$ cat config.mk
export PLATFORM = sky130hd
export DESIGN_NAME = tks_scan_ctrl
export DESIGN_NICKNAME = d
export VERILOG_FILES = /design/src/logic/tks_pkg.sv /design/src/logic/tks_scan_ctrl.sv /design/src/logic/tks_prescale.sv /design/src/logic/tks_channel.sv
export SDC_FILE = /design/constraint.sdc
export NUM_CORES = 1
export LEC_CHECK = 0
export BUFFER_PORTS_ARGS = -buffer_cell sky130_fd_sc_hd__clkbuf_2
export CORE_MARGIN = 4
export CORE_UTILIZATION = 52
export CTS_CLUSTER_SIZE = 28
export DETAILED_ROUTE_END_ITERATION = 6
export PLACE_DENSITY = 0.82
export SLEW_MARGIN = 5
export SYNTH_ARGS = -nofsm -noshare
export SYNTH_HDL_FRONTEND = slang
export SYNTH_SLANG_ARGS = --single-unit
$ cat constraint.sdc
create_clock -name clk -period 3.1 [get_ports clk]
set_input_delay 0.93 -clock clk [delete_from_list [all_inputs] [get_ports clk]]
set_output_delay 0.93 -clock clk [all_outputs]
set_load 0.01 [all_outputs]
$ cat src/logic/tks_pkg.sv
`default_nettype none
package tks_pkg;
   // ==========================================================
   // Register byte offsets on the Wishbone slave
   localparam logic [7:0] TKS_OFS_CTRL = 8'h00;
   localparam logic [7:0] TKS_OFS_PRESET = 8'h04;
   localparam logic [7:0] TKS_OFS_IRQ_STAT = 8'h08;
   localparam logic [7:0] TKS_OFS_IRQ_MASK = 8'h0c;
   localparam logic [7:0] TKS_OFS_CNT_BASE = 8'h20;
   localparam logic [7:0] TKS_CNT_STRIDE = 8'h08;
   localparam logic [7:0] TKS_CNT_REF_OFS = 8'h04;

   // ==========================================================
   // Field positions of touch_scan_control
   localparam int TKS_BIT_SLOT_OV = 6;
   localparam int TKS_BIT_START = 5;
   localparam int TKS_BIT_CF_OV = 4;
   localparam int TKS_BIT_REF_OV = 3;
   localparam int TKS_BIT_SHARE = 2;
   localparam int TKS_BIT_CLKSEL_HI = 1;
   localparam int TKS_BIT_CLKSEL_LO = 0;

   // Interrupt status and mask layout
   localparam int TKS_IRQ_CF = 0;
   localparam int TKS_IRQ_REF = 1;
   localparam int TKS_IRQ_SLOT = 2;
   localparam int TKS_IRQ_W = 3;

   // ==========================================================
   // Reset values and counter limits
   localparam logic [7:0] TKS_CTRL_RESET = 8'h00;
   localparam logic [7:0] TKS_PRESET_RESET = 8'h00;
   localparam logic [TKS_IRQ_W-1:0] TKS_IRQ_RESET = 3'h0;
   localparam logic [15:0] TKS_CNT16_MAX = 16'hffff;
   localparam logic [7:0] TKS_TMR_MAX = 8'hff;
   localparam logic [4:0] TKS_SLOT_MAX = 5'h1f;

   // Reference counter clock divider codes
   localparam logic [1:0] TKS_DIV1 = 2'h0;
   localparam logic [1:0] TKS_DIV2 = 2'h1;
   localparam logic [1:0] TKS_DIV4 = 2'h2;
   localparam logic [1:0] TKS_DIV8 = 2'h3;
endpackage
`default_nettype wire

$ cat src/logic/tks_scan_ctrl.sv
// Notes on behaviour
// - Stop clears counters, keeps slot timer
// - Start edge launches counters and oscillator
// - C/F overflow sets flag, software clears
// - Reference overflow sets flag, software clears
// - Share bit selects module 0 slots
// - Two-bit field selects reference counter clock
// - Slot period is 32 times (256-preset)
`timescale 1ns/1ps
`default_nettype none
module tks_scan_ctrl
   import tks_pkg::*;
#(
   parameter int NUM_MODULES = 3
)
(
   input wire logic clk,
   input wire logic srst,
   input wire logic ce,
   input wire logic wb_cyc,
   input wire logic wb_stb,
   input wire logic wb_we,
   input wire logic [7:0] wb_adr,
   input wire logic [3:0] wb_sel,
   input wire logic [31:0] wb_dat_w,
   output logic [31:0] wb_dat_r,
   output logic wb_ack,
   input wire logic [NUM_MODULES-1:0] cf_tick,
   output logic [NUM_MODULES-1:0] key_osc_en,
   output logic irq
);
   // ==========================================================
   // Elaboration check
   // Eight modules keep every counter address inside the byte map
   if (NUM_MODULES < 1 || NUM_MODULES > 8) begin : g_bad_num
      $error("NUM_MODULES must lie between 1 and 8");
   end

   // Control and status state
   logic start_r;
   logic start_prev_r;
   logic share_r;
   logic [1:0] clksel_r;
   logic cf_ov_r;
   logic ref_ov_r;
   logic slot_ov_r;
   logic [7:0] preset_r;
   logic [TKS_IRQ_W-1:0] irq_stat_r;
   logic [TKS_IRQ_W-1:0] irq_mask_r;
   logic [31:0] wb_dat_r_r;
   logic wb_ack_r;
   logic irq_r;
   logic [NUM_MODULES-1:0] key_osc_en_r;

   // Module side wires
   logic ref_tick;
   logic launch;
   logic [NUM_MODULES-1:0] cf_ovf;
   logic [NUM_MODULES-1:0] ref_ovf;
   logic [NUM_MODULES-1:0] slot_ovf;
   logic [15:0] cf_cnt [NUM_MODULES];
   logic [15:0] ref_cnt [NUM_MODULES];
   logic any_cf_ovf;
   logic any_ref_ovf;
   logic slot_event;

   // Bus decode wires
   logic req;
   logic wr_lo;
   logic wr_ctrl;
   logic [7:0] ctrl_rd;
   logic [31:0] rd_nxt;
   logic [TKS_IRQ_W-1:0] events;
   logic hit_ctrl;
   logic hit_preset;
   logic hit_stat;
   logic hit_mask;
   logic clr_cf;
   logic clr_ref;
   logic clr_slot;
   logic [TKS_IRQ_W-1:0] stat_clr;
   logic irq_nxt;

   // ==========================================================
   // Bus decode
   // Request is taken once; ack drops the cycle after it was given
   assign req = wb_cyc & wb_stb & ~wb_ack_r;
   // Only byte lane 0 carries writable register bits, so it gates every write
   assign wr_lo = req & wb_we & wb_sel[0];

   // Full eight bit compare, so aliases of a register read as zero
   assign hit_ctrl = (wb_adr == TKS_OFS_CTRL);
   assign hit_preset = (wb_adr == TKS_OFS_PRESET);
   assign hit_stat = (wb_adr == TKS_OFS_IRQ_STAT);
   assign hit_mask = (wb_adr == TKS_OFS_IRQ_MASK);
   assign wr_ctrl = wr_lo & hit_ctrl;

   // Control flags clear on a written zero; a one leaves them alone
   assign clr_cf = wr_ctrl & ~wb_dat_w[TKS_BIT_CF_OV];
   assign clr_ref = wr_ctrl & ~wb_dat_w[TKS_BIT_REF_OV];
   assign clr_slot = wr_ctrl & ~wb_dat_w[TKS_BIT_SLOT_OV];

   // Status bits clear on a written one
   assign stat_clr = (wr_lo & hit_stat) ? wb_dat_w[TKS_IRQ_W-1:0] : {TKS_IRQ_W{1'b0}};

   // Writing one over a running scan is no edge, so nothing restarts
   // start edge
   assign launch = start_r & ~start_prev_r;

   // ==========================================================
   // Reference counter clock
   // The divider free runs; the first tick after a select change may come early
   tks_prescale u_prescale (
      .clk(clk),
      .srst(srst),
      .ce(ce),
      .div_sel(clksel_r),
      .tick(ref_tick)
   );

   // ==========================================================
   // Touch module counter units
   // Every module sees the same start, preset and reference tick
   for (genvar n = 0; n < NUM_MODULES; n++) begin : g_mod
      logic done_src;
      assign done_src = share_r ? slot_ovf[0] : slot_ovf[n];
      tks_channel u_chan (
         .clk(clk),
         .srst(srst),
         .ce(ce),
         .run(start_r),
         .launch(launch),
         .cf_tick(cf_tick[n]),
         .ref_tick(ref_tick),
         .preset(preset_r),
         .slot_done(done_src),
         .cf_cnt(cf_cnt[n]),
         .ref_cnt(ref_cnt[n]),
         .cf_ovf(cf_ovf[n]),
         .ref_ovf(ref_ovf[n]),
         .slot_ovf(slot_ovf[n])
      );
   end

   // Overflow events gathered over all modules
   assign any_cf_ovf = |cf_ovf;
   assign any_ref_ovf = |ref_ovf;
   // With sharing, only module 0 ends the slot for everyone
   assign slot_event = share_r ? slot_ovf[0] : |slot_ovf;
   // Bit order matches the status and mask layout
   assign events = {slot_event, any_ref_ovf, any_cf_ovf};

   // ==========================================================
   // Control bits
   // A clock select change applies at once; the divider keeps its phase
   // reset to zero
   always_ff @(posedge clk) begin
      if (srst) begin
         start_r <= TKS_CTRL_RESET[TKS_BIT_START];
         share_r <= TKS_CTRL_RESET[TKS_BIT_SHARE];
         clksel_r <= TKS_CTRL_RESET[TKS_BIT_CLKSEL_HI:TKS_BIT_CLKSEL_LO];
         start_prev_r <= 1'b0;
      end else if (ce) begin
         start_prev_r <= start_r;
         if (wr_ctrl) begin
            start_r <= wb_dat_w[TKS_BIT_START];
            share_r <= wb_dat_w[TKS_BIT_SHARE];
            clksel_r <= wb_dat_w[TKS_BIT_CLKSEL_HI:TKS_BIT_CLKSEL_LO];
         end
      end
   end

   // Overflow flags: writing zero clears, a new event in the same cycle wins
   // C/F flag
   always_ff @(posedge clk) begin
      if (srst) begin
         cf_ov_r <= TKS_CTRL_RESET[TKS_BIT_CF_OV];
      end else if (ce) begin
         if (any_cf_ovf) begin
            cf_ov_r <= 1'b1;
         end else if (clr_cf) begin
            cf_ov_r <= 1'b0;
         end
      end
   end

   always_ff @(posedge clk) begin
      if (srst) begin
         ref_ov_r <= TKS_CTRL_RESET[TKS_BIT_REF_OV];
      end else if (ce) begin
         if (any_ref_ovf) begin
            ref_ov_r <= 1'b1;
         end else if (clr_ref) begin
            ref_ov_r <= 1'b0;
         end
      end
   end

   // Slot overflow flag follows the same clearing scheme
   always_ff @(posedge clk) begin
      if (srst) begin
         slot_ov_r <= TKS_CTRL_RESET[TKS_BIT_SLOT_OV];
      end else if (ce) begin
         if (slot_event) begin
            slot_ov_r <= 1'b1;
         end else if (clr_slot) begin
            slot_ov_r <= 1'b0;
         end
      end
   end

   // ==========================================================
   // Slot period preset
   // A new preset is picked up at the next start or timer wrap
   always_ff @(posedge clk) begin
      if (srst) begin
         preset_r <= TKS_PRESET_RESET;
      end else if (ce && wr_lo && hit_preset) begin
         preset_r <= wb_dat_w[7:0];
      end
   end

   // ==========================================================
   // Interrupt status (write one to clear, set wins) and mask
   always_ff @(posedge clk) begin
      if (srst) begin
         irq_stat_r <= TKS_IRQ_RESET;
         irq_mask_r <= TKS_IRQ_RESET;
      end else if (ce) begin
         // A new event outranks a clear that lands in the same cycle
         irq_stat_r <= (irq_stat_r & ~stat_clr) | events;
         // Mask writes never touch status, so masked events stay visible
         if (wr_lo && hit_mask) begin
            irq_mask_r <= wb_dat_w[TKS_IRQ_W-1:0];
         end
      end
   end

   // Level request; registered so the pin never glitches on a decode
   assign irq_nxt = |(irq_stat_r & irq_mask_r);

   // Registered outputs; the oscillator enable lags start by one cycle
   // oscillator enable
   always_ff @(posedge clk) begin
      if (srst) begin
         irq_r <= 1'b0;
         key_osc_en_r <= '0;
      end else if (ce) begin
         irq_r <= irq_nxt;
         key_osc_en_r <= {NUM_MODULES{start_r}};
      end
   end

   // ==========================================================
   // Read data
   // top bit zero
   assign ctrl_rd = {1'b0, slot_ov_r, start_r, cf_ov_r, ref_ov_r, share_r, clksel_r};

   // Counter reads are live; wait for the slot flag first, since stopping the scan clears them
   // Unmapped addresses read as zero
   always_comb begin
      rd_nxt = 32'h0000_0000;
      if (hit_ctrl) begin
         rd_nxt = {24'h00_0000, ctrl_rd};
      end else if (hit_preset) begin
         rd_nxt = {24'h00_0000, preset_r};
      end else if (hit_stat) begin
         rd_nxt = {29'h0000_0000, irq_stat_r};
      end else if (hit_mask) begin
         rd_nxt = {29'h0000_0000, irq_mask_r};
      end
      for (int i = 0; i < NUM_MODULES; i++) begin
         if (wb_adr == TKS_OFS_CNT_BASE + 8'(i) * TKS_CNT_STRIDE) begin
            rd_nxt = {16'h0000, cf_cnt[i]};
         end
         if (wb_adr == TKS_OFS_CNT_BASE + 8'(i) * TKS_CNT_STRIDE + TKS_CNT_REF_OFS) begin
            rd_nxt = {16'h0000, ref_cnt[i]};
         end
      end
   end

   // Single wait state answer; every address is acknowledged
   // Read data is captured with ack and held until the next read
   always_ff @(posedge clk) begin
      if (srst) begin
         wb_ack_r <= 1'b0;
         wb_dat_r_r <= 32'h0000_0000;
      end else if (ce) begin
         wb_ack_r <= req;
         if (req && !wb_we) begin
            wb_dat_r_r <= rd_nxt;
         end
      end
   end

   // Outputs straight from their registers
   assign wb_ack = wb_ack_r;
   assign wb_dat_r = wb_dat_r_r;
   assign irq = irq_r;
   assign key_osc_en = key_osc_en_r;
endmodule
`default_nettype wire

$ cat src/logic/tks_prescale.sv
`timescale 1ns/1ps
`default_nettype none
module tks_prescale
   import tks_pkg::*;
(
   input wire logic clk,
   input wire logic srst,
   input wire logic ce,
   input wire logic [1:0] div_sel,
   output logic tick
);
   logic [2:0] div_cnt_r;
   logic [2:0] mask;

   // ==========================================================
   // Free running divider
   always_ff @(posedge clk) begin
      if (srst) begin
         div_cnt_r <= 3'h0;
      end else if (ce) begin
         div_cnt_r <= div_cnt_r + 3'h1;
      end
   end

   // Code 00 is the undivided clock, others divide by 2, 4, 8
   // clock select decode
   always_comb begin
      unique case (div_sel)
         TKS_DIV1: mask = 3'h0;
         TKS_DIV2: mask = 3'h1;
         TKS_DIV4: mask = 3'h3;
         TKS_DIV8: mask = 3'h7;
      endcase
   end

   // Tick when the masked bits are all ones
   assign tick = ((div_cnt_r & mask) == mask);
endmodule
`default_nettype wire

$ cat src/logic/tks_channel.sv
`timescale 1ns/1ps
`default_nettype none
module tks_channel
   import tks_pkg::*;
(
   input wire logic clk,
   input wire logic srst,
   input wire logic ce,
   input wire logic run,
   input wire logic launch,
   input wire logic cf_tick,
   input wire logic ref_tick,
   input wire logic [7:0] preset,
   input wire logic slot_done,
   output logic [15:0] cf_cnt,
   output logic [15:0] ref_cnt,
   output logic cf_ovf,
   output logic ref_ovf,
   output logic slot_ovf
);
   logic [15:0] cf_cnt_r;
   logic [15:0] ref_cnt_r;
   logic [7:0] tmr_r;
   logic [4:0] slot_r;
   logic halt_r;
   logic active;
   logic tmr_wrap;

   // Counting stops at the end of the time slot until the next start
   assign active = run & ~halt_r;
   // The launch cycle only loads the timer; a stale 0xff left from an
   // earlier run must not count as a slot there
   assign tmr_wrap = active & ~launch & (tmr_r == TKS_TMR_MAX);
   assign cf_ovf = active & cf_tick & (cf_cnt_r == TKS_CNT16_MAX);
   assign ref_ovf = active & ref_tick & (ref_cnt_r == TKS_CNT16_MAX);
   assign slot_ovf = tmr_wrap & (slot_r == TKS_SLOT_MAX);
   assign cf_cnt = cf_cnt_r;
   assign ref_cnt = ref_cnt_r;

   // ==========================================================
   // Slot end latch
   // slot source end
   always_ff @(posedge clk) begin
      if (srst) begin
         halt_r <= 1'b0;
      end else if (ce) begin
         if (!run) begin
            halt_r <= 1'b0;
         end else if (slot_done) begin
            halt_r <= 1'b1;
         end
      end
   end

   // Measurement counters, cleared whenever the scan is stopped
   // clear on stop
   always_ff @(posedge clk) begin
      if (srst) begin
         cf_cnt_r <= 16'h0000;
         ref_cnt_r <= 16'h0000;
         slot_r <= 5'h00;
      end else if (ce) begin
         if (!run) begin
            cf_cnt_r <= 16'h0000;
            ref_cnt_r <= 16'h0000;
            slot_r <= 5'h00;
         end else if (active) begin
            if (cf_tick) begin
               cf_cnt_r <= cf_cnt_r + 16'h0001;
            end
            if (ref_tick) begin
               ref_cnt_r <= ref_cnt_r + 16'h0001;
            end
            if (tmr_wrap) begin
               slot_r <= slot_r + 5'h01;
            end
         end
      end
   end

   // Programmable slot timer keeps its value while stopped
   // timer untouched
   always_ff @(posedge clk) begin
      if (srst) begin
         tmr_r <= TKS_PRESET_RESET;
      end else if (ce) begin
         if (launch || tmr_wrap) begin
            tmr_r <= preset;
         end else if (active) begin
            tmr_r <= tmr_r + 8'h01;
         end
      end
   end
endmodule
`default_nettype wire

Yosys cells after proc, flatten, opt, wreduce, memory -nomap -nowiden
Cells that the tools add are included.
Widths: inputs -> output; s select.
{"block": "op_classes", "n_reduce_logical": 41, "n_shift": 0, "n_eq_ne": 38, "n_mul": 0, "n_mux": 60, "bitwise_logic": 48, "n_div": 0, "order_cmp": 0, "addsub": 13}
{"op": "$mux 16", "count": 18}
{"op": "$mux 32", "count": 6}
{"op": "$add 16x1->16 const B", "count": 6}
{"op": "$eq 16x16->1 const B", "count": 6}
{"op": "$mux 8", "count": 8}
{"op": "$eq 8x6->1 const B", "count": 6}
{"op": "$mux 5", "count": 9}
{"op": "$and 1x1->1", "count": 34}
{"op": "$reduce_and 3->1", "count": 9}
{"op": "$add 8x1->8 const B", "count": 3}
{"op": "$eq 8x8->1 const B", "count": 3}
{"op": "$reduce_and 2->1", "count": 12}
{"op": "$ne 2x1->1 const B", "count": 10}
{"op": "$eq 8x4->1 const B", "count": 2}
{"op": "$add 5x1->5 const B", "count": 3}
{"op": "$eq 5x5->1 const B", "count": 3}
{"op": "$mux 1", "count": 15}
{"op": "$pmux 3 s4", "count": 1}
{"op": "$reduce_bool 2->1", "count": 6}
{"op": "$reduce_or 3->1", "count": 4}
{"op": "$and 3x3->3", "count": 3}
{"op": "$mux 3", "count": 3}
{"op": "$not 1->1", "count": 9}
{"op": "$eq 8x3->1 const B", "count": 1}
{"op": "12 further kinds", "count": 20}
{"block": "totals", "out_inout_bits": 37, "romBits": 0, "latch_bits": 0, "input_bits": 53, "wordCells": 230, "ram_bits": 0, "reg_bits": 198, "n_memories": 0}

Longest topological paths before layout
Gate-level depths: netlist (run 1).
{"block": "depth", "ltp_word": 11, "ltp_mapped": 8, "ltp_nobuf": 8}

Hierarchy
A second synthesis (run 1) with hierarchy kept.
{"block": "hier_totals", "hier_cells": 1275, "hier_area_um2": 10550.1}
{"mod": "tks_channel at g_mod[0].u_chan ...", "seq_area_each_um2": 920.9, "cells_per_inst": 299, "n_inst": 2, "area_per_inst_um2": 2468.6}
{"mod": "tks_scan_ctrl", "seq_area_each_um2": 800.8, "cells_per_inst": 355, "n_inst": 1, "area_per_inst_um2": 2850.2}
{"mod": "tks_channel at g_mod[1].u_chan", "seq_area_each_um2": 920.9, "cells_per_inst": 307, "n_inst": 1, "area_per_inst_um2": 2616.3}
{"mod": "tks_prescale", "seq_area_each_um2": 60.1, "cells_per_inst": 15, "n_inst": 1, "area_per_inst_um2": 146.4}

Worst setup path after synthesis (run 1)
No wires, ideal clock.
{"block": "synth_path", "kind": "input-to-reg", "start": "in wb_adr[5]", "end": "reg wb_dat_r_r[0] (netlist: wb_dat_r[0])", "n_path_buf": 2, "t_required_ns": 3.012, "setup_slack_ns": 0.644, "cell_stages": 6, "t_arrival_ns": 2.368, "setup_time_ns": 0.088, "path_cell_list": "buf_2 and4bb_2 and3_1 clkbuf_1 or4_4 o32ai_2"}
{"block": "synth_between", "elab_chain_cells": 11, "elab_cells_between_ends": 20, "cone_classes": "eq/ne (9); mux (10); reduce/logical (1)"}
{"item": "start: declaration", "line": "tks_scan_ctrl.sv:23", "text": "input wire logic [7:0] wb_adr,"}
{"item": "$eq 8x4->1", "line": "tks_scan_ctrl.sv:95", "text": "assign hit_mask = (wb_adr == TKS_OFS_IRQ_MASK);"}
{"item": "$mux 3", "line": "tks_scan_ctrl.sv:269", "text": "end else if (hit_mask) begin"}
{"item": "$mux 3", "line": "tks_scan_ctrl.sv:267", "text": "end else if (hit_stat) begin"}
{"item": "$mux 8", "line": "tks_scan_ctrl.sv:265", "text": "end else if (hit_preset) begin"}
{"item": "$mux 8", "line": "tks_scan_ctrl.sv:263", "text": "if (hit_ctrl) begin"}
{"item": "$mux 32", "line": "tks_scan_ctrl.sv:273", "text": "if (wb_adr == TKS_OFS_CNT_BASE + 8'(i) * TKS_CNT_STRIDE) begin"}
{"item": "$mux 32", "line": "tks_scan_ctrl.sv:276", "text": "if (wb_adr == TKS_OFS_CNT_BASE + 8'(i) * TKS_CNT_STRIDE + TKS_CNT_REF_OFS) begin"}
{"item": "$mux 32", "line": "tks_scan_ctrl.sv:273"}
{"item": "$mux 32", "line": "tks_scan_ctrl.sv:276"}
{"item": "$mux 32", "line": "tks_scan_ctrl.sv:273"}
{"item": "$mux 32 (*)", "line": "tks_scan_ctrl.sv:276"}
{"item": "end signal: assignment", "line": "tks_scan_ctrl.sv:291", "text": "wb_dat_r_r <= rd_nxt;"}
{"item": "end: declaration", "line": "tks_scan_ctrl.sv:50", "text": "logic [31:0] wb_dat_r_r;"}
Every way passes the cells marked *; elsewhere a longest branch is shown, timed or not.
A chain may end at the register's enable or synchronous reset.

Worst setup path after layout (run 1)
{"block": "layout_path", "start": "in wb_adr[2]", "end": "reg wb_dat_r_r[4] (netlist: wb_dat_r[4])"}
{"block": "layout_between", "elab_chain_cells": 9, "elab_cells_between_ends": 16, "cone_classes": "eq/ne (7); mux (8); reduce/logical (1)"}
{"item": "$eq 8x3->1", "line": "tks_scan_ctrl.sv:93", "text": "assign hit_preset = (wb_adr == TKS_OFS_PRESET);"}
{"item": "$mux 8", "line": "tks_scan_ctrl.sv:265"}
{"item": "$mux 8", "line": "tks_scan_ctrl.sv:263"}
{"item": "$mux 32", "line": "tks_scan_ctrl.sv:273"}
{"item": "$mux 32", "line": "tks_scan_ctrl.sv:276"}
{"item": "$mux 32", "line": "tks_scan_ctrl.sv:273"}
{"item": "$mux 32", "line": "tks_scan_ctrl.sv:276"}
{"item": "$mux 32", "line": "tks_scan_ctrl.sv:273"}
{"item": "$mux 32 (*)", "line": "tks_scan_ctrl.sv:276"}
Marked as above.

==> results of run 1 <==
[cell type report]
type                       count  area, µm²
sequential                   181       3620
clock inverter                13        148
fill                        1634       7710
multi-input combinational    947       5800
tap                          234        293
timing repair buffer          92        588
inverter                      27        101
clock buffer                  19        443
[power by group]
group	internal (mW)	leakage (nW)	total [mW]	switching, mW
Sequential	2.33	1.46	2.35	0.0110
Clock	1.22	0.282	2.20	0.975
Combinational	0.0814	1.97	0.271	0.190
[worst max-delay path, cell delays in order]
cell      delay, ns
clkbuf_2       0.30
nor2_1         0.52
and3_1         0.47
a21oi_1        0.08
a211oi_1       0.41
nor2_1         0.08
[worst paths after layout]
check        slack (ns)                      start  depth (start not counted)                   endpoint
max                0.62                  wb_adr[2]                          6                wb_dat_r[4]
min                0.47  g_mod[2].u_chan.slot_r[4]                          2  g_mod[2].u_chan.slot_r[4]
max reg2reg        0.72                    start_r                          5                    cf_ov_r
min reg2reg        0.47  g_mod[2].u_chan.slot_r[4]                          2  g_mod[2].u_chan.slot_r[4]
[metal layers]
layer / global-route usage / share of wire / vias up
met3: 0.0582 / 0.10 / 74
met4: 0.0798 / 0.028 / 0
met2: 0.415 / 0.45 / 515
li1: - / - / 4610
met5: 0 / 0 / -
met1: 0.364 / 0.42 / 4589
[kinds of logic (layout without fill, tap and decap cells)]
| logic type | Yosys count | in the layout | share of synthesized area |
|---|---|---|---|
| AO/OA/AOI/OAI | 316 | 316 | 0.208 |
| buffers and inverters | 112 | 151 | 0.0511 |
| adder cells (fa/ha/maj) | 16 | 16 | 0.0203 |
| other | 1 | 16 | 0.000380 |
| XOR/XNOR | 46 | 46 | 0.0408 |
| AND/OR/NAND/NOR | 520 | 520 | 0.275 |
| multiplexers | 33 | 33 | 0.0379 |
| flip-flops | 181 | 181 | 0.367 |
[metrics by stage]
step	cell area [µm²]	power, mW	util	cells	setup WS (ns)
2_1_floorplan	9930	2.57	-	1240	0.644
3_3_place_gp	10400	2.66	0.556	1481	0.338
3_5_place_dp	10400	2.66	0.556	1481	0.261
4_1_cts	11000	4.82	0.588	1513	0.727
5_1_grt	11000	4.95	0.588	1513	0.421
6_report	11000	4.81	0.588	1513	0.620
[cell usage after synthesis (11+ instances only)]
master,instances,area share
or4_1,17,0.013
ha_1,16,0.020
a31oi_1,16,0.010
a21oi_1,103,0.052
nor2_1,121,0.046
o21ai_0,68,0.034
nand2_1,104,0.040
nand2b_1,11,0.0070
buf_4,19,0.014
and3_1,16,0.010
mux2_2,15,0.017
nor4_1,18,0.011
or3_1,28,0.018
clkbuf_1,45,0.017
inv_1,24,0.0091
nor3_1,33,0.017
a22oi_1,14,0.011
xor2_1,24,0.021
and2_1,12,0.0076
o31ai_1,20,0.015
o221ai_1,16,0.014
nand4_1,34,0.022
buf_1,11,0.0042
mux2i_1,16,0.016
dfxtp_1,181,0.37
nand3_1,71,0.036
xnor2_1,22,0.020
[layout by cell type (no fill, tap or decap), types with 6 or more instances in the layout]
cell type	instances
or3_1	28
and3_1	16
dfxtp_1	181
nor2b_1	8
buf_4	45
nor2_1	121
xnor2_1	22
xor2_1	24
mux2i_1	16
or2_2	9
nand2_1	103
nand3b_1	8
a22o_1	8
mux2_2	15
conb_1	16
nand4_1	34
and2_1	12
a211oi_1	7
clkbuf_2	46
nor4_1	18
o31ai_1	20
a32oi_1	6
nand3_1	71
a21oi_1	103
nand2b_1	11
a31oi_1	16
clkbuf_16	17
nor3_1	33
o21ai_0	68
a22oi_1	14
or4_1	17
and4_1	7
ha_1	16
inv_1	24
o21a_1	8
o221ai_1	16
a221oi_1	8
[state kept, by name (all words and copies together) (netlist names), 2 cells and up]
| register | flops |
|---|---|
| g_mod.u_chan.halt_r | 3 |
| g_mod.u_chan.slot_r | 15 |
| wb_dat_r | 16 |
| irq_stat_r | 3 |
| irq_mask_r | 3 |
| clksel_r | 2 |
| g_mod.u_chan.ref_cnt | 48 |
| g_mod.u_chan.cf_cnt | 48 |
| u_prescale.div_cnt_r | 3 |
| preset_r | 8 |
| g_mod.u_chan.tmr_r | 24 |
==> impl_metrics.ini, run 1 <==
[floorplan]
dieHeight_um = 146
core_area_um2 = 18700
io_pins = 90
rows = 50
initial_core_util = 0.528
die_area_um2 = 21300
die_w_um = 146

[placed_design]
io_buffers = 46
place.gp.congestion = 0.969
dpl.hpwl_mm = 20.9

[timing]
worst_pin_slew_ns = 0.962
finalClockSkew_ns = 0.00997
post-route-min-period_ns = 2.48
fin_crit_sh = 0.800
setup_viol = 0
rsz0062_at_grt = no
fmax_mhz = 403
slew_viol_final = 0
finalSetupTns_ns = 0
holdWs_ns = 0.473
slew_headroom = 0.351
hold_violations = 0

[worst_hold_path]
min_path_type = reg -> reg

[global_route]
grt_max_degree = 65
grt-ovfl-total = 0
antenna_found_initial = 0
grt_first_pass_wirelength_mm = 46.3
first_global_vias = 8845
gr-usage-all-layers = 0.264

[power]
vdd_drop_max_v = 0.000352
power_density_nw_per_um2 = 438
p_leak_nw = 3.71

[clock_network]
cts_root_buffer = clkbuf_16
clkTransAtPathRegs_ns = 0.07
htreeDepth = 4
cts_resized = 0
cts_buffer_depth = 2
cts_buffers = 17
clock-sinks = 181
post_cts_buffers = 0
cts_tree = yes
cts_hold_buf = 0
clk_latency_ns = 0.44

[route]
vias = 9788
first_pass_iters = 6
via_per_inst = 6.47
drtAntennaViolNets = 0
wire_per_inst_um = 19.1
drcViolationCount = 0
routed_wl_mm = 28.9
drtIter0Drc = 983

[critical_path]
critPathMaxFanout = 17
crit_type = in -> reg
endpoint_kind = flop
cp-start-kind = input pin
arrival_ns = 2.80
required_ns = 3.42

[synthesis]
synth_edf_count = 0
synth_ff_type = dfxtp_1
synth_cell_types = 78
ys.warnings.count = 0
synth_seq_cells = 181
syn_area_per_cell_um2 = 8.06
synthArstFlopShare = 0
synth_area_um2 = 9870
syn_inst = 1225
seq_area_frac_synth = 0.367

[run_status]
status = finished, final reports clean

[cells_and_area]
area_growth_pct = 11.4
layout.nets = 1335
antennaDiodeCount = 0
drive_gt1_frac = 0.129

[flow_run]
maxCapViolations = 0
(Power assumes the default switching activity.)
==> run 2: changes to the inputs <==
Clock period 3.1 ns to 2.4 ns, I/O delays scaled along.
==> run 2 against run 1 <==
Effect of this change:
- sequential power increased by 29%
- die area unchanged
- sequential share of layout area decreased by 0.93 points
- clock power increased by 30%
- combinational power increased by 42%
- critical path depth increased by 1
- critical path type is now reg -> reg
- largest power group unchanged
==> impl_metrics.ini, run 2 (same netlist as run 1, synthesis figures left out) <==
[placed_design]
dpl.hpwl_mm = 21.5
place.gp.congestion = 0.990
dp_slack_ns = -0.0404
io_buffers = 46

[critical_path]
cpPeakStageDelay_ns = 0.90
crit_path_frequent_cell = ha_1
cp-start-kind = flop
crit_chain = ha_1, and3_1, ha_1, nand3b_1, nor3_1, o311ai_0, nand2_1
cpLargestDelayFamily = compound AO/OA/AOI/OAI gates
rrSetupSlack_ns = 0.17
crit_type = reg -> reg
endpoint_kind = flop
worst-path-buf-inv = 0
cp_slowest_cell = o311ai_0
critPathMaxFanout = 4
arrival_ns = 2.52
required_ns = 2.69

[flow_run]
maxCapViolations = 0

[clock_network]
cts_tree = yes
cts_root_buffer = clkbuf_16
cts_buffer_depth = 2
clk_latency_ns = 0.44
clock-sinks = 181
cts_hold_buf = 0
post_cts_buffers = 0
htreeDepth = 4
clkTransAtPathRegs_ns = 0.07
cts_buffers = 17
cts_resized = 0

[run_status]
status = finished, final reports clean

[timing]
post-route-min-period_ns = 2.23
slew_headroom = 0.293
finalClockSkew_ns = 0.0124
setup_slack_ns = 0.166
finalSetupTns_ns = 0
holdWs_ns = 0.474
slew_viol_final = 0
rsz0062_at_grt = no
fmax_mhz = 448
hold_violations = 0
fin_crit_sh = 0.931
worst_pin_slew_ns = 1.05
setup_viol = 0

[floorplan]
core_area_um2 = 18700
initial_core_util = 0.528
die_area_um2 = 21300
dieHeight_um = 146
rows = 50
die_w_um = 146
io_pins = 90

[global_route]
gr-usage-all-layers = 0.271
antenna_found_initial = 2
first_global_vias = 9405
grt_first_pass_wirelength_mm = 47.5
grt-ovfl-total = 0
grt_max_degree = 66

[route]
via_per_inst = 6.46
routed_wl_mm = 29.5
vias = 10000
drcViolationCount = 0
drtIter0Drc = 958
drtAntennaViolNets = 0
wire_per_inst_um = 19.0
first_pass_iters = 6

[power]
p_total_mw = 6.28
power_density_nw_per_um2 = 555
vdd_drop_max_v = 0.000489
p_leak_nw = 3.91

[cells_and_area]
layout.nets = 1372
antennaDiodeCount = 0
area_growth_pct = 14.6
final_cell_mix = dfxtp_1 (181), nor2_1 (120), nand2_1 (103), a21oi_1 (103), buf_4 (80)
post-route-util = 0.605
drive_gt1_frac = 0.154
final_common_cell = dfxtp_1

[worst_hold_path]
min_path_type = reg -> reg
[run 2: cell count changes in the layout (fill, tap and decap cells not counted)]
cell | previous run | this run
buf_4 | 45 | 80
clkbuf_8 | 1 | 4
buf_12 | 1 | 3
clkinv_4 | 2 | 0
inv_8 | 1 | 0
nor2_1 | 121 | 120
nor2_2 | 0 | 1
[run 2: final cells by class]
class | count | area, µm²
fill | 1580 | 7390
multi-input combinational | 947 | 5800
sequential | 181 | 3620
timing repair buffer | 129 | 891
clock buffer | 22 | 484
tap | 234 | 293
clock inverter | 10 | 119
inverter | 27 | 101
[run 2: final timing paths]
path | from | endpoint | cells past startpoint
worst min-delay path | slot_ov_r | slot_ov_r | 2
worst min register to register | slot_ov_r | slot_ov_r | 2
worst max-delay path | g_mod[1].u_chan.slot_r[0] | slot_ov_r | 7
worst max register to register | g_mod[1].u_chan.slot_r[0] | slot_ov_r | 7
[run 2: worst min-delay path, delay by kind of cell, from the launching register on]
family / cells / cell delay, ns
and+or+nand+nor: 1 / 0.05
DFF: 1 / 0.31
AOI/OAI and AO/OA: 1 / 0.07
[run 2: metrics by stage]
stage	area, µm²	cells
6_report	11300	1550
5_1_grt	11300	1550
4_1_cts	11300	1550
3_5_place_dp	10700	1518
3_3_place_gp	10700	1518
2_1_floorplan	9930	1240
[run 2: power breakdown]
part | switching (mW) | internal (mW)
clock network | 1.22 | 1.65
logic | 0.253 | 0.133
registers | 0.0124 | 3.02
total | 1.48 | 4.80
[run 2: layer usage]
layer,share of wire,wire length (µm),vias to the layer above,track usage
li1,-,-,4679,-
met1,0.41,12100,4749,0.352
met2,0.46,13500,491,0.432
met3,0.10,2950,84,0.0710
met4,0.031,922,4,0.104
met5,0.00064,19,-,0
==> run 3: changes to the inputs <==
Settings changed: CELL_PAD_IN_SITES_DETAIL_PLACEMENT set to 2, CELL_PAD_IN_SITES_GLOBAL_PLACEMENT set to 2, CORE_UTILIZATION 52 to 36, PLACE_DENSITY 0.82 to 0.91.
==> run 3 against run 2 <==
Effect of this change:
- combinational power is 16% higher
- largest power group is now clock
- wire length rose by 75%
- fmax fell by 5.5%
- cell count up 7.5%
- sequential power barely moved
- hold slack gained 0.037 ns
- largest cell class unchanged
- critical path type is now in -> reg
- global-route usage up 6.3 points
==> impl_metrics.ini, run 3 (same netlist as run 1, synthesis figures left out) <==
[timing]
fin_crit_sh = 0.985
setup_viol = 0
worst_pin_slew_ns = 0.928
post-route-min-period_ns = 2.36
fmax_mhz = 423
rsz0062_at_grt = no
finalClockSkew_ns = 0.0215
hold_violations = 0
slew_headroom = 0.376
slew_viol_final = 0
holdWs_ns = 0.511

[worst_hold_path]
min_path_type = reg -> reg

[power]
power_frac_seq = 0.453
power_density_nw_per_um2 = 578
p_leak_nw = 3.98
pwr-share-clk = 0.480
vdd_drop_max_v = 0.000515
net-switching-power_mw = 1.94
p_total_mw = 6.70
switching_share = 0.289
p_int_mw = 4.76
p_comb_frac = 0.067

[cells_and_area]
fin_cells = 1667
final_common_cell = dfxtp_1
final_cell_mix = dfxtp_1 (181), nor2_1 (121), nand2_1 (103), a21oi_1 (103), buf_4 (89)
antennaDiodeCount = 0
n_fill_cell = 2950
final_area_um2 = 11600
drive_gt1_frac = 0.164
area_growth_pct = 17.4
layout.nets = 1382

[floorplan]
rows = 60
io_pins = 90
dieHeight_um = 174
die_w_um = 174
die_area_um2 = 30100
initial_core_util = 0.366
core_area_um2 = 27000

[flow_run]
maxCapViolations = 0

[route]
drtIter0Drc = 1229
wire_per_inst_um = 31.0
first_pass_iters = 7
drcViolationCount = 0
routed_wl_mm = 51.7
drtAntennaViolNets = 0
vias = 11200
via_per_inst = 6.74

[placed_design]
dp.cells = 1635
placed_area_um2 = 10900
dpl.hpwl_mm = 33.0
place.gp.congestion = 0.915
io_buffers = 46

[clock_network]
clk_latency_ns = 0.48
clkTransAtPathRegs_ns = 0.09
cts_buffer_depth = 2
cts_tree = yes
htreeDepth = 4
cts_root_buffer = clkbuf_16
cts_resized = 1
cts_buffers = 17
post_cts_buffers = 0
cts_hold_buf = 0
clock-sinks = 181

[global_route]
grt_max_degree = 41
grt-ovfl-total = 0
gr-usage-all-layers = 0.334
grt_first_pass_wirelength_mm = 78.6
antenna_found_initial = 0
first_global_vias = 12200

[critical_path]
crit_chain = clkbuf_2, buf_12, nor2_1, and3_1, a2111oi_0, a311oi_1
required_ns = 2.72
arrival_ns = 2.68
cp-start-kind = input pin
critPathMaxFanout = 9
crit_type = in -> reg
cp_slowest_cell = and3_1
cpLargestDelayFamily = simple AND/OR/NAND/NOR gates
endpoint_kind = flop
worst-path-buf-inv = 2
cpPeakStageDelay_ns = 0.50

[run_status]
status = finished, final reports clean
run 3: cell types whose count changed in the layout (fill, tap and decap cells not counted), sizes merged:
cell | previous run | this run
buf | 83 | 93
clkbuf | 68 | 63
inv | 29 | 34
clkinv | 3 | 6
clkinvlp | 3 | 0
run 3: power groups by stage:
stage,registers (mW),clock network [mW],logic [mW]
2_1_floorplan,3.10,0,0.221
3_3_place_gp,3.10,0,0.386
3_5_place_dp,3.10,0,0.411
4_1_cts,3.03,3.22,0.430
5_1_grt,3.04,3.33,0.460
6_report,3.03,3.22,0.447
run 3: layer usage:
layer,routed length (µm),track usage,up-vias
met5,0,0,-
met3,3730,0.0731,235
met1,19700,0.385,5689
met2,25000,0.574,633
met4,3170,0.188,0
li1,-,-,4683
run 3: metrics by stage:
stage / setup slack, ns / util / TNS (ns)
6_report: 0.0354 / 0.430 / 0
3_5_place_dp: -0.246 / 0.406 / -3.75
2_1_floorplan: 0.154 / - / 0
5_1_grt: 0.00944 / 0.430 / 0
4_1_cts: 0.111 / 0.429 / 0
3_3_place_gp: -0.0311 / 0.406 / -0.250
run 3: layout make-up:
cell class                 instances  area, µm²  area share
multi-input combinational        947       5820       0.503
sequential                       181       3620       0.313
timing repair buffer             139        978      0.0844
tap                              341        427      0.0368
clock buffer                      17        425      0.0367
clock inverter                    15        206      0.0178
inverter                          27        101     0.00875
run 3: path summary, 6_finish.rpt:
kind                  from                      to  slack, ns  cells after the start
max              wb_adr[2]             wb_dat_r[6]       0.04                      6
min            clksel_r[1]             clksel_r[1]       0.51                      2
max reg2reg  key_osc_en[0]  g_mod[2].u_chan.halt_r       0.13                      5
min reg2reg    clksel_r[1]             clksel_r[1]       0.51                      2
run 3: worst register-to-register path, delay by kind of cell (launching register included):
| family | cells | cell delay (ns) |
|---|---|---|
| and+or+nand+nor | 3 | 0.98 |
| DFF | 1 | 0.88 |
| AOI/OAI and AO/OA | 2 | 0.35 |
